### src/fsw_regs.vh
`ifndef FSW_REGS_VH
`define FSW_REGS_VH
// Instruction codes
`define FSW_CMD_RD_SR1 8'h05
`define FSW_CMD_RD_SR2 8'h35
`define FSW_CMD_RD_SR3 8'h15
`define FSW_CMD_WR_SR1 8'h01
`define FSW_CMD_WR_SR2 8'h31
`define FSW_CMD_WR_SR3 8'h11
`define FSW_CMD_SUSPEND 8'h75
`define FSW_CMD_RESUME 8'h7A
`define FSW_CMD_UNIT_LOCK 8'h36
`define FSW_CMD_UNIT_UNLOCK 8'h39
// First status byte fields
`define FSW_SR1_RANGE_LO 2
`define FSW_SR1_BOTTOM 5
`define FSW_SR1_SMALL 6
// Second status byte fields
`define FSW_SR2_QUAD 1
`define FSW_SR2_OTP_LO 3
`define FSW_SR2_COMPL 6
`define FSW_SR2_SUSPEND 7
// Third status byte fields
`define FSW_SR3_SCHEME 2
`define FSW_SR3_DRV_LO 5
// Reset values
`define FSW_DRV_RESET 2'h3
`define FSW_LOCK_RESET 62'h3FFFFFFFFFFFFFFF
// Array geometry
`define FSW_ARRAY_TOP 21'h1FFFFF
`define FSW_BLOCK_SIZE 21'h010000
`define FSW_SECTOR_SIZE 21'h001000
`define FSW_TOP_BLOCK_BASE 21'h1F0000
`define FSW_UNITS 62
`define FSW_LOW_SECTORS 16
`define FSW_MID_BLOCKS 30
`define FSW_ADDR_BYTES 3'h4
`endif

### src/fsw_status_protect.v
// Contract
// RULE1 - Suspend instruction sets suspend flag
// RULE2 - Resume or power cycle clears suspend
// RULE3 - Security lock bits reset to zero
// RULE4 - Lock bits set individually, never clear
// RULE5 - Quad off: pause pin, standard/dual only
// RULE6 - Quad on: IO2/IO3, no pause
// RULE7 - Scheme zero uses range fields
// RULE8 - Scheme one uses unit lock bits
// RULE9 - Unit lock bits reset to one
// RULE10 - Drive strength codes, default quarter
// RULE11 - Reserved bits read zero, writes ignored
// RULE12 - Block ranges from top or bottom
// RULE13 - Code zero none, 11x whole array
// RULE14 - Sector ranges 4KB to 32KB
// RULE15 - Overlapping erase/program ignored entirely
// RULE16 - Complement inverts protected area
// RULE17 - Locked unit rejects erase/program
// RULE18 - Compare request start/end with range
`include "fsw_regs.vh"
module fsw_status_protect (
  input wire clk,
  input wire rst_b,
  input wire spiCsB,
  input wire spiSclk,
  input wire spiMosi,
  output reg spiMiso,
  output reg spiMisoOe,
  input wire opValid,
  input wire [20:0] opStart,
  input wire [20:0] opEnd,
  output reg opGrant,
  output reg opDeny,
  output reg quadMode,
  output reg pauseEnable,
  output reg [1:0] driveStrength,
  output reg [2:0] otpLocks,
  output reg suspended
);
  reg [1:0] csSync, sckSync, mosiSync;
  reg sckPrev;
  reg [2:0] bitCnt_q, byteCnt_q;
  reg [7:0] shift_q, cmd_q, tx_q;
  reg [23:0] addr_q;
  reg [2:0] rangeCode_q;
  reg bottom_q, small_q, compl_q, quad_q, scheme_q, sus_q;
  reg [2:0] otp_q;
  reg [1:0] drv_q;
  reg [61:0] unitLock_q;
  wire csActive = ~csSync[1];
  wire sckRise = csActive & sckSync[1] & ~sckPrev;
  wire sckFall = csActive & ~sckSync[1] & sckPrev;
  wire [7:0] rxByte = {shift_q[6:0], mosiSync[1]};
  wire byteDone = sckRise & (bitCnt_q == 3'h7);
  wire isRead = (cmd_q == `FSW_CMD_RD_SR1) | (cmd_q == `FSW_CMD_RD_SR2) |
    (cmd_q == `FSW_CMD_RD_SR3);
  // RULE11 reserved read zero
  wire [7:0] sr1 = {1'b0, small_q, bottom_q, rangeCode_q, 2'h0};
  wire [7:0] sr2 = {sus_q, compl_q, otp_q, 1'b0, quad_q, 1'b0};
  wire [7:0] sr3 = {1'b0, drv_q, 2'h0, scheme_q, 2'h0};
  reg [7:0] rdVal;
  always @* begin
    case (rxByte)
      `FSW_CMD_RD_SR1: rdVal = sr1;
      `FSW_CMD_RD_SR2: rdVal = sr2;
      `FSW_CMD_RD_SR3: rdVal = sr3;
      default: rdVal = 8'h00;
    endcase
  end
  always @(posedge clk or negedge rst_b) begin
    if (!rst_b) begin
      csSync <= 2'h3;
      sckSync <= 2'h0;
      mosiSync <= 2'h0;
      sckPrev <= 1'b0;
    end else begin
      csSync <= {csSync[0], spiCsB};
      sckSync <= {sckSync[0], spiSclk};
      mosiSync <= {mosiSync[0], spiMosi};
      sckPrev <= sckSync[1];
    end
  end
  // Unit address of lock commands
  reg [5:0] unitIdx;
  always @* begin
    if (addr_q[20:16] == 5'h00) begin
      unitIdx = {2'h0, addr_q[15:12]};
    end else if (addr_q[20:16] == 5'h1F) begin
      unitIdx = 6'd46 + {2'h0, addr_q[15:12]};
    end else begin
      unitIdx = 6'd15 + {1'b0, addr_q[20:16]};
    end
  end
  always @(posedge clk or negedge rst_b) begin
    if (!rst_b) begin
      bitCnt_q <= 3'h0;
      byteCnt_q <= 3'h0;
      shift_q <= 8'h00;
      cmd_q <= 8'h00;
      tx_q <= 8'h00;
      addr_q <= 24'h000000;
      rangeCode_q <= 3'h0;
      bottom_q <= 1'b0;
      small_q <= 1'b0;
      compl_q <= 1'b0;
      quad_q <= 1'b0;
      scheme_q <= 1'b0;
      // RULE2 cleared by power cycle
      sus_q <= 1'b0;
      // RULE3 locks default zero
      otp_q <= 3'h0;
      // RULE10 default quarter strength
      drv_q <= `FSW_DRV_RESET;
      // RULE9 all units locked
      unitLock_q <= `FSW_LOCK_RESET;
      spiMiso <= 1'b0;
      spiMisoOe <= 1'b0;
    end else if (!csActive) begin
      bitCnt_q <= 3'h0;
      byteCnt_q <= 3'h0;
      spiMisoOe <= 1'b0;
      // Lock commands complete on deselect after full address
      if (byteCnt_q == `FSW_ADDR_BYTES && bitCnt_q == 3'h0) begin
        if (cmd_q == `FSW_CMD_UNIT_LOCK) begin
          unitLock_q[unitIdx] <= 1'b1;
        end else if (cmd_q == `FSW_CMD_UNIT_UNLOCK) begin
          unitLock_q[unitIdx] <= 1'b0;
        end
      end
      cmd_q <= 8'h00;
    end else begin
      if (sckRise) begin
        shift_q <= rxByte;
        bitCnt_q <= bitCnt_q + 3'h1;
      end
      if (byteDone) begin
        if (byteCnt_q != `FSW_ADDR_BYTES) begin
          byteCnt_q <= byteCnt_q + 3'h1;
        end
        if (byteCnt_q == 3'h0) begin
          cmd_q <= rxByte;
          tx_q <= rdVal;
          // RULE1 suspend sets flag
          if (rxByte == `FSW_CMD_SUSPEND) begin
            sus_q <= 1'b1;
          end
          // RULE2 resume clears flag
          if (rxByte == `FSW_CMD_RESUME) begin
            sus_q <= 1'b0;
          end
        end else if (byteCnt_q == 3'h1) begin
          addr_q[23:16] <= rxByte;
          if (cmd_q == `FSW_CMD_WR_SR1) begin
            rangeCode_q <= rxByte[`FSW_SR1_RANGE_LO +: 3];
            bottom_q <= rxByte[`FSW_SR1_BOTTOM];
            small_q <= rxByte[`FSW_SR1_SMALL];
          end
          if (cmd_q == `FSW_CMD_WR_SR2) begin
            compl_q <= rxByte[`FSW_SR2_COMPL];
            quad_q <= rxByte[`FSW_SR2_QUAD];
            // RULE4 one-way lock bits
            otp_q <= otp_q | rxByte[`FSW_SR2_OTP_LO +: 3];
          end
          if (cmd_q == `FSW_CMD_WR_SR3) begin
            scheme_q <= rxByte[`FSW_SR3_SCHEME];
            drv_q <= rxByte[`FSW_SR3_DRV_LO +: 2];
          end
        end else if (byteCnt_q == 3'h2) begin
          addr_q[15:8] <= rxByte;
        end else if (byteCnt_q == 3'h3) begin
          addr_q[7:0] <= rxByte;
        end
        if (byteCnt_q != 3'h0 && isRead) begin
          tx_q <= cmd_q == `FSW_CMD_RD_SR1 ? sr1 :
            cmd_q == `FSW_CMD_RD_SR2 ? sr2 : sr3;
        end
      end
      if (sckFall && isRead) begin
        spiMiso <= tx_q[7];
        spiMisoOe <= 1'b1;
        tx_q <= {tx_q[6:0], 1'b0};
      end
    end
  end
  // RULE12 block range size
  // RULE13 none or whole array
  // RULE14 sector range size
  reg rangeAny, rangeAll;
  reg [20:0] rangeSize, rangeLo, rangeHi;
  always @* begin
    rangeAny = rangeCode_q != 3'h0;
    rangeAll = rangeCode_q[2:1] == 2'h3;
    rangeSize = `FSW_BLOCK_SIZE;
    if (small_q) begin
      rangeSize = rangeCode_q[2] ? (`FSW_SECTOR_SIZE << 3) :
        (`FSW_SECTOR_SIZE << (rangeCode_q[1:0] - 2'h1));
    end else begin
      rangeSize = `FSW_BLOCK_SIZE << (rangeCode_q - 3'h1);
    end
    if (rangeAll) begin
      rangeLo = 21'h000000;
      rangeHi = `FSW_ARRAY_TOP;
    end else if (bottom_q) begin
      rangeLo = 21'h000000;
      rangeHi = rangeSize - 21'h000001;
    end else begin
      rangeLo = `FSW_ARRAY_TOP - rangeSize + 21'h000001;
      rangeHi = `FSW_ARRAY_TOP;
    end
  end
  // RULE17 locked unit overlap
  reg lockHit;
  reg [20:0] uLo, uHi;
  integer i;
  always @* begin
    lockHit = 1'b0;
    uLo = 21'h000000;
    uHi = 21'h000000;
    for (i = 0; i < `FSW_UNITS; i = i + 1) begin
      if (i < `FSW_LOW_SECTORS) begin
        uLo = `FSW_SECTOR_SIZE * i[20:0];
        uHi = uLo + `FSW_SECTOR_SIZE - 21'h000001;
      end else if (i < `FSW_LOW_SECTORS + `FSW_MID_BLOCKS) begin
        uLo = `FSW_BLOCK_SIZE * (i[20:0] - 21'd15);
        uHi = uLo + `FSW_BLOCK_SIZE - 21'h000001;
      end else begin
        uLo = `FSW_TOP_BLOCK_BASE + `FSW_SECTOR_SIZE * (i[20:0] - 21'd46);
        uHi = uLo + `FSW_SECTOR_SIZE - 21'h000001;
      end
      if (unitLock_q[i] && opStart <= uHi && opEnd >= uLo) begin
        lockHit = 1'b1;
      end
    end
  end
  // RULE18 start/end compare
  wire overlapRange = rangeAny & (opStart <= rangeHi) & (opEnd >= rangeLo);
  // RULE16 complement inverts area
  wire insideRange = rangeAny & (opStart >= rangeLo) & (opEnd <= rangeHi);
  wire rangeHit = compl_q ? ~insideRange : overlapRange;
  // RULE7 range scheme
  // RULE8 lock-bit scheme
  wire denyNow = scheme_q ? lockHit : rangeHit;
  always @(posedge clk or negedge rst_b) begin
    if (!rst_b) begin
      opGrant <= 1'b0;
      opDeny <= 1'b0;
      quadMode <= 1'b0;
      pauseEnable <= 1'b1;
      driveStrength <= `FSW_DRV_RESET;
      otpLocks <= 3'h0;
      suspended <= 1'b0;
    end else begin
      // RULE15 whole request refused
      opGrant <= opValid & ~denyNow;
      opDeny <= opValid & denyNow;
      // RULE5 pause pin while quad off
      pauseEnable <= ~quad_q;
      // RULE6 quad transfers enabled
      quadMode <= quad_q;
      driveStrength <= drv_q;
      otpLocks <= otp_q;
      suspended <= sus_q;
    end
  end
endmodule

### config.mk
export PLATFORM = sky130hd
export DESIGN_NAME = fsw_status_protect
export DESIGN_NICKNAME = d
export VERILOG_FILES = /design/src/fsw_status_protect.v
export VERILOG_INCLUDE_DIRS = /design/src /design/src/src
export SDC_FILE = /design/constraint.sdc
export NUM_CORES = 1
export LEC_CHECK = 0
export BUFFER_PORTS_ARGS = -buffer_cell sky130_fd_sc_hd__buf_2
export CORE_ASPECT_RATIO = 0.5
export CORE_MARGIN = 5
export CORE_UTILIZATION = 60
export DETAILED_ROUTE_END_ITERATION = 10
export GPL_TIMING_DRIVEN = 0
export PLACE_DENSITY = 0.86
export SETUP_SLACK_MARGIN = 0.15
export SYNTH_ARGS = -nofsm -noshare
export SYNTH_HDL_FRONTEND = slang
export SYNTH_SLANG_ARGS = --single-unit
### constraint.sdc
create_clock -name clk -period 8.79 [get_ports clk]
set_clock_uncertainty 0.1 [all_clocks]
set_input_delay 0.4395 -clock clk [delete_from_list [all_inputs] [get_ports clk]]
set_output_delay 0.4395 -clock clk [all_outputs]
set_load 0.005 [all_outputs]
### Word-level counts from Yosys, hierarchy flattened

Index checks and enable logic that the tools add are counted.

| cells by class | value |
|---|---|
| $add $sub $neg | 9 |
| $mul | 0 |
| div/mod/pow operators | 0 |
| $lt $le $gt $ge | 130 |
| equality and inequality tests | 20 |
| shifts and indexed selects | 2 |
| mux-type cells | 95 |
| bitwise operators | 25 |
| reduce and logical (&&, ||, !) cells | 154 |

Operators with widths:

| cell | count |
|---|---|
| $ge 21x21->1 const B | 31 |
| $le 21x21->1 const B | 31 |
| $ge 21x16->1 const B | 8 |
| $ge 21x20->1 const B | 8 |
| $le 21x16->1 const B | 8 |
| $le 21x20->1 const B | 8 |
| $logic_and 1x1->1 | 128 |
| $mux 21 | 6 |
| $mux 62 | 2 |
| $ge 21x15->1 const B | 4 |
| $ge 21x19->1 const B | 4 |
| $le 21x15->1 const B | 4 |
| $le 21x19->1 const B | 4 |
| $mux 8 | 9 |
| $mux 1 | 69 |
| $and 62x62->62 | 1 |
| $not 62->62 | 1 |
| $or 62x62->62 | 1 |
| $ge 21x14->1 const B | 2 |
| $ge 21x18->1 const B | 2 |
| $ge 21x21->1 | 2 |
| $le 21x14->1 const B | 2 |
| $le 21x18->1 const B | 2 |
| $le 21x21->1 | 2 |
| 45 further kinds | 96 |

| storage, ports and cells | value |
|---|---|
| register bits after elaboration | 137 |
| latch bits | 0 |
| RAM bits | 0 |
| ROM bits | 0 |
| input port bits | 48 |
| output and inout port bits | 12 |
| word-level logic and storage cells | 465 |
| memories kept | 0 |

### Logic depth before layout (Yosys ltp)

Gate-level depths: netlist (run 1).

| logic depth | value |
|---|---|
| depth in word-level cells | 68 |
| mapped depth | 18 |
| mapped depth without buffers | 16 |

### Worst setup path after synthesis (run 1)

OpenSTA, ideal clock, no wires.

| timing | value |
|---|---|
| kind | flip-flop to flip-flop |
| start point | reg rangeCode_q[0] |
| end point | reg opDeny |
| setup time | 0.120 ns |
| arrival | 3.945 ns |
| required time | 8.570 ns |
| slack | 4.625 ns |
| cell stages (with the launch flop) | 19 |
| path buffers | 2 |
| period minus slack after synthesis | 4.165 ns |
| path through | dfrtp_1 -> clkbuf_1 -> or2_2 -> clkbuf_1 -> ha_1 -> o21a_1 -> o21ai_1 -> o2111ai_1 -> o31a_1 -> o22a_1 -> nor2b_1 -> ha_1 -> nand4_1 -> or4_1 -> nor3_1 -> a211oi_1 -> o31a_1 -> a311o_1 -> and3_1 |

| between the ends | value |
|---|---|
| longest elaborated chain between the ends | 15 |
| elaborated cells on any way between the ends | 26 |
| classes of those cells | add/sub (5); order compare (4); shift (2); mux (8); bitwise (6); reduce/logical (1) |

RTL lines:

| item | RTL line | RTL |
|---|---|---|
| start: declaration | fsw_status_protect.v:45 | `reg [2:0] rangeCode_q;` |
| start signal: assignment | fsw_status_protect.v:154 | `` rangeCode_q <= rxByte[`FSW_SR1_RANGE_LO +: 3]; `` |
| branches (longest 12 deep; another with $sub 21x21->21) | -- |  |
| $mux 1 (*) | fsw_status_protect.v:239 | `wire rangeHit = compl_q ? ~insideRange : overlapRange;` |
| $mux 1 (*) | fsw_status_protect.v:242 | `wire denyNow = scheme_q ? lockHit : rangeHit;` |
| $and 1x1->1 (*) | fsw_status_protect.v:255 | `opDeny <= opValid & denyNow;` |
| end signal: assignment | fsw_status_protect.v:255 |  |
| end: declaration | fsw_status_protect.v:33 | `output reg opDeny,` |

Mark *: on every way between the ends.
A chain may end at the register's enable or synchronous reset.

### Worst setup path in the final report (run 1)

| timing | value |
|---|---|
| start point | reg small_q |
| end point | reg opDeny |

| between the ends | value |
|---|---|
| longest elaborated chain between the ends | 12 |
| elaborated cells on any way between the ends | 20 |
| classes of those cells | add/sub (3); order compare (4); mux (7); bitwise (6) |

RTL lines:

| item | RTL line | RTL |
|---|---|---|
| start: declaration | fsw_status_protect.v:46 | `reg bottom_q, small_q, compl_q, quad_q, scheme_q, sus_q;` |
| start signal: assignment | fsw_status_protect.v:156 | `` small_q <= rxByte[`FSW_SR1_SMALL]; `` |
| $mux 21 (*) | fsw_status_protect.v:194 | `if (small_q) begin` |
| $sub 21x21->21 (no source line) | -- |  |
| $add 21x1->21 (no source line) | -- |  |
| $mux 21 | fsw_status_protect.v:203 | `end else if (bottom_q) begin` |
| $mux 21 | fsw_status_protect.v:200 | `if (rangeAll) begin` |
| $ge 21x21->1 | fsw_status_protect.v:238 | `wire insideRange = rangeAny & (opStart >= rangeLo) & (opEnd <= rangeHi);` |
| $and 1x1->1 (2 in a row) | fsw_status_protect.v:238 |  |
| $not 1->1 | fsw_status_protect.v:239 |  |
| $mux 1 (*) | fsw_status_protect.v:239 |  |
| $mux 1 (*) | fsw_status_protect.v:242 |  |
| $and 1x1->1 (*) | fsw_status_protect.v:255 |  |

Mark *: on every way between the ends. The rest lies on a longest branch, timed or not.

==> summary.md, run 1 <==
| Metric | Value |
|---|---|
| Status | `completed` |
| Switching power | `between 0.4 and 0.5 mW` |
| Worst Hold Class | `input pin to flop` |
| Post-layout min period | `4840 ps` |
| WHS Endpoint | `csSync[0]` |
| #FFs+latches synth | `between 100 and 150` |
| Share of cells above drive strength 1 | `0.198` |
| Fmax | `between 0.2 and 0.25 GHz` |
| Post-CTS setup buffer count | `0` |
| Clk network pwr share | `0.508` |
| Worst-margin pin slew | `1120 ps` |
| Pre-antenna DRT Iters | `7` |
| Syn-to-layout area delta | `14.0%` |
| FP Rows | `31` |
| Initial antenna violation count | `1` |
| Ys flop type | `dfstp_2` |
| Clk_lat worst skew | `420 ps` |
| Max rail drop VDD | `132 uV` |
| Total power | `between 1.5 and 2 mW` |
| H-tree depth reported by CTS | `4` |
| Largest net degree at the start of global routing | `between 90 and 100` |
| Max stage delay on crit path | `around 510 ps` |
| Via Count | `8912` |
| Most frequent cells in the layout | `nand2_1 (113), o21ai_0 (82), dfstp_2 (69)` |
| Final hold violations | `0` |
| Startpoint types | `flop` |
| Critical Path RT | `approximately 9000 ps` |
| Areal power density over the cells | `~150 nW/um2` |
| Die footprint | `17500 um2` |
| CP Buf/Inv Count | `1` |
| CTS clk-pin slew, worst paths | `60 ps` |
| Worst path arrival time | `5060 ps` |
| Internal power | `1.15 mW` |
| Post-synthesis sequential area ratio | `0.380` |
| Final instance area | `10200 um2` |
| Die X | `182 um` |
| Max FO, Critical Path | `10` |
| Die H | `approximately 96 um` |
| Placer Congestion | `1.03` |
| Initial Utilization | `0.614` |
| Hold path start | `spiCsB` |
| CP cell instances | `clkbuf_1, nand2_1, or3_1, ha_1, o21ai_1, o2111ai_1, o31a_1, o22a_1, nor2b_1, ha_1, nand4_1, or4_1, nor3_1, a211oi_1, o31a_1, a311o_1, and3_1` |
| Grt total ovfl | `0` |
| ANT cells | `0` |
| Hold depth | `1` |
| Total CTS buffers | `17` |
| Asr flop ratio synth | `1.00` |
| Routed vias/inst | `6.89` |
| DR WL/cell | `23.2 um` |
| CTS tree | `yes` |
| Leak pwr | `3.98 nW` |
| Routed Antenna Nets | `0` |
| Post-DP HPWL | `21700 um` |
| Sw Ratio | `0.262` |
| Reg-to-Reg Start | `small_q` |
| Final WL | `approximately 30000 um` |
| Synth Net Count | `1100` |
| Critical path class | `flop to flop` |
| Slew margin rel. | `0.248` |
| Worst reg-to-reg path cell count | `17` |
| Comb power frac | `0.085` |
| Mean area per synthesized cell | `8.88 um2` |
| Core Area | `14500 um2` |
| Clk root buf | `clkbuf_16` |
| Number of flops mapped to enable cells by yosys | `0` |
| DRT iter0 DRCs | `997` |
| Placed Instance Area | `9490 um2` |
| Vias in the first global route | `8522` |
| Final slew viol count | `0` |
| # DRC | `0` |
| Port-buffer cells | `59` |
| R2R Path End | `opDeny` |
| Synth Instances | `1003` |
| RSZ-0062 raised after global routing | `no` |
| Synthesized area | `8910 um2` |
| Max-cap violations | `0` |
| First-pass GRT wire length | `46500 um` |
| FILL cells | `1106` |
| Final TNS setup | `0 ps` |
| Reg2reg setup slack | `just under 4000 ps` |
| Critical Path Slowest Stage Cell | `or4_1` |
| Clock buffer depth | `2` |
| Sink Count | `around 130` |
| Most common cell after layout, fill and taps aside | `nand2_1` |
| # IOs | `60` |
| Crit share post-route | `0.551` |
| Setup-failing EPs final | `0` |
| Ys Warns | `0` |
| Gr usage total | `0.345` |
| Top Family by Delay on Critical Path | `simple AND/OR/NAND/NOR gates` |
| Seq pwr share | `0.408` |
| Nets | `1180` |
| Post-synthesis cell type count | `a little under 90` |
| CP endpoint kind | `flop` |
-- cell type report --
class,instances,area (um2),area share
plain buffers,64,260,0.0256
clock buffers,18,439,0.0433
clock inverters,14,213,0.0210
inverters,38,143,0.0140
multi-input cells,769,5120,0.504
flip-flops and latches,132,3390,0.334
well taps,198,248,0.0244
repair buffers,61,339,0.0334
-- per-stage QoR --
stage	setup slack (ps)	util	hold slack, ps	cells
detailed placement	4050	0.654	235	1261
global route	3780	0.700	21.4	1294
floorplan	4630	-	43.9	1003
global placement	4120	0.652	235	1260
finish	3950	0.700	17.7	1294
CTS	4030	0.700	12.9	1294
-- per-layer routing --
layer | vias up | track usage | part of all wire | wire length (um)
li1 | 3956 | - | - | -
met1 | 4278 | 0.449 | 0.41 | 12300
met2 | 564 | 0.544 | 0.44 | 13200
met3 | 112 | 0.103 | 0.11 | 3330
met4 | 2 | 0.146 | 0.039 | 1180
met5 | - | 0 | 0.00043 | 13
-- synthesized netlist by cell type (14+ instances only) --
cell      number  area [um2]
nand2_1      113         424
o21ai_0       82         410
dfstp_2       69        1810
dfrtp_1       63        1580
nor2_1        59         221
clkbuf_1      55         206
ha_1          49         613
a21oi_1       41         205
inv_1         37         139
nand3_1       33         165
o41ai_1       33         289
mux2_2        32         360
nor3_1        32         160
nand4_1       23         144
o21ai_1       17        85.1
nand3b_1      14         105
-- power by group through the flow --
stage               clock network [mW]  registers (mW)  logic, mW
global placement                     0           0.642      0.120
CTS                              0.792           0.634      0.128
finish                           0.791           0.635      0.132
detailed placement                   0           0.643      0.125
global route                     0.818           0.636      0.143
floorplan                            0           0.637     0.0659
-- worst max-delay path by stage --
stage,from,end,depth (start not counted)
2_1_floorplan,rangeCode_q[0],opDeny,18
3_3_place_gp,small_q,opDeny,17
3_5_place_dp,small_q,opDeny,17
4_1_cts,small_q,opDeny,17
5_1_grt,small_q,opDeny,17
6_report,small_q,opDeny,17
-- repair_timing --
action,CTS,global route
hold buffers,1,0
hold endpoints to repair,31,0
setup endpoints to repair,0,0
gates resized for setup,0,0
-- cells by family (layout without fill, tap and decap cells) --
logic type,Yosys count,count (layout),share of synthesized area
compound gates,302,302,0.230
xor+xnor,6,6,0.00590
fa+ha+maj,50,50,0.0699
buf+inv,102,195,0.0452
flops,132,132,0.380
mux,45,45,0.0563
simple gates,366,366,0.212
(Power assumes the default switching activity.)
==> run 2: changes to the inputs <==
Clock period 8.79 ns to 4.94 ns, I/O delays scaled along.
==> run 2 against run 1 <==
Clock power is 77% higher. Hold slack better by 180 ps. Final area is 0.63% higher. Combinational power is 80% higher. Register-to-register slack worse by 3600 ps. Cell count is 0.31% higher. Clock-buffer cell count stayed put. Non-clock buffer count is 4 higher. Global-route usage is 0.089 points higher. Via count hardly changed. Setup slack worse by 3600 ps. Power is 78% higher. Largest cell class unchanged.
==> summary.md, run 2 (same netlist as run 1, synthesis figures left out) <==
| Metric | Value |
|---|---|
| Status | `completed` |
| Reg2reg setup slack | `330 ps` |
| CTS clk-pin slew, worst paths | `60 ps` |
| Areal power density over the cells | `271 nW/um2` |
| Via Count | `approximately 9000` |
| Clk root buf | `clkbuf_16` |
| Vias in the first global route | `8560` |
| Syn-to-layout area delta | `14.7%` |
| Pre-CTS setup slack | `200 ps` |
| ANT cells | `0` |
| Share of cells above drive strength 1 | `0.202` |
| Top Layer Used | `met5` |
| Pre-antenna DRT Iters | `8` |
| Core Area | `14500 um2` |
| Met2 routed WL | `13200 um` |
| Total CTS buffers | `17` |
| Nets | `roughly 1200` |
| FP Rows | `31` |
| Launch point of the critical path | `rangeCode_q[0]` |
| Total power | `2.77 mW` |
| Startpoint types | `flop` |
| Die H | `96.2 um` |
| Max-cap violations | `0` |
| Crit share post-route | `0.934` |
| Crit path to | `opDeny` |
| H-tree depth reported by CTS | `4` |
| DRT iter0 DRCs | `around 1100` |
| Post-layout min period | `4610 ps` |
| Port-buffer cells | `59` |
| Routed Antenna Nets | `0` |
| Initial antenna violation count | `1` |
| Final slew viol count | `0` |
| Worst Hold Class | `input pin to asynchronous set/reset pin` |
| First-pass GRT wire length | `about 47000 um` |
| Placer Congestion | `around 1.0` |
| Critical Path RT | `5150 ps` |
| Sink Count | `132` |
| DR WL/cell | `23.2 um` |
| Initial Utilization | `0.614` |
| Grt total ovfl | `0` |
| Setup-failing EPs final | `0` |
| Post-CTS setup buffer count | `0` |
| CTS tree | `yes` |
| PnR worst setup slack | `326 ps` |
| Max FO, Critical Path | `8` |
| Critical path class | `flop to flop` |
| # IOs | `60` |
| CP cell instances | `clkbuf_1, or2_2, clkbuf_1, ha_2, o21a_1, o21ai_4, o2111ai_1, o31a_1, o22a_1, nor2b_1, ha_1, nand4_1, or4_1, nor3_1, a211oi_1, o31a_1, a311o_1, and3_1` |
| Worst path arrival time | `between 4000 and 5000 ps` |
| Met1 wire length | `12500 um` |
| Max rail drop VDD | `232 uV` |
| Clk_lat worst skew | `420 ps` |
| Critical Path Slowest Stage Cell | `or4_1` |
| Worst-margin pin slew | `approximately 1100 ps` |
| Clock buffer depth | `2` |
| # DRC | `0` |
| R2R Path End | `opDeny` |
| RSZ-0062 raised after global routing | `no` |
| Met3 WL post-DR | `3190 um` |
| Post-DP HPWL | `21700 um` |
| Final instance area | `between 10000 and 15000 um2` |
| Final TNS setup | `0 ps` |
| Slew margin rel. | `0.244` |
| Largest net degree at the start of global routing | `96` |
| Fmax | `roughly 0.22 GHz` |
| Most frequent cells in the layout | `nand2_1 (113), o21ai_0 (82), dfstp_2 (69)` |
| Most common cell after layout, fill and taps aside | `nand2_1` |
| Reg-to-Reg Start | `rangeCode_q[0]` |
| Gr usage total | `0.346` |
| Placed Instance Area | `9490 um2` |
| Final WL | `30100 um` |
| Routed vias/inst | `around 6.9` |
| Die X | `around 180 um` |
| Worst reg-to-reg path cell count | `18` |
| Leak pwr | `4.00 nW` |
| CP endpoint kind | `flop` |
| Final hold violations | `0` |
| Die footprint | `17500 um2` |
| Max stage delay on crit path | `520 ps` |
## run 2: cell count changes in the layout (fill, tap and decap cells not counted)
cell,previous run,this run
nor2b_2,0,1
o21ai_1,17,16
a31oi_1,8,7
ha_2,0,1
clkbuf_2,0,1
a31oi_2,0,1
ha_1,49,48
clkbuf_1,55,54
o21ai_4,0,1
dlygate4sd3_1,1,5
nor2b_1,13,12
## run 2: cell type report
type | instances | area (um2)
Buffer | 64 | 262
Clock buffer | 18 | 439
Clock inverter | 14 | 213
Fill cell | 1100 | 4290
Inverter | 38 | 143
Multi-Input combinational cell | 769 | 5140
Sequential cell | 132 | 3390
Tap cell | 198 | 248
Timing Repair Buffer | 65 | 379
## run 2: worst max-delay path: cells and delay by family (launching register included)
kind / cells / cell delay (ps)
buf+inv: 2 / 350
fa+ha+maj: 2 / 550
flops: 1 / 360
compound gates: 8 / 1600
simple gates: 6 / 1540
## run 2: worst min path at each step
stage	from	end	slack [ps]	cells after the start
6_report	rst_b	tx_q[6]	200	2
5_1_grt	rst_b	rangeCode_q[2]	240	2
4_1_cts	rst_b	rangeCode_q[2]	190	2
3_5_place_dp	rst_b	rangeCode_q[2]	60	1
2_1_floorplan	rst_b	addr_q[12]	-150	0
3_3_place_gp	sckSync[0]	sckSync[1]	230	0
## run 2: repair_timing
action	in CTS	in global routing
resized for setup	0	7
hold endpoints to repair	42	0
hold buffers	5	0
endpoints found under the setup margin	0	2
## run 2: metrics by stage
step           hold WS (ps)   util  cells
4_1_cts                 187  0.703   1298
6_report                202  0.704   1298
2_1_floorplan          -149      -   1003
3_3_place_gp            235  0.652   1260
5_1_grt                 239  0.704   1298
3_5_place_dp           64.0  0.654   1261
## run 2: per-layer routing
metal	global-route usage	vias to the layer above
met4	0.146	2
met3	0.103	109
met5	0	-
met1	0.449	4310
li1	-	3958
met2	0.547	538
## run 2: where the power goes
part           total [mW]  internal, mW  switching (mW)
combinational       0.238        0.0710           0.167
clock                1.40         0.876           0.525
sequential           1.13          1.10          0.0291
total                2.77          2.05           0.720
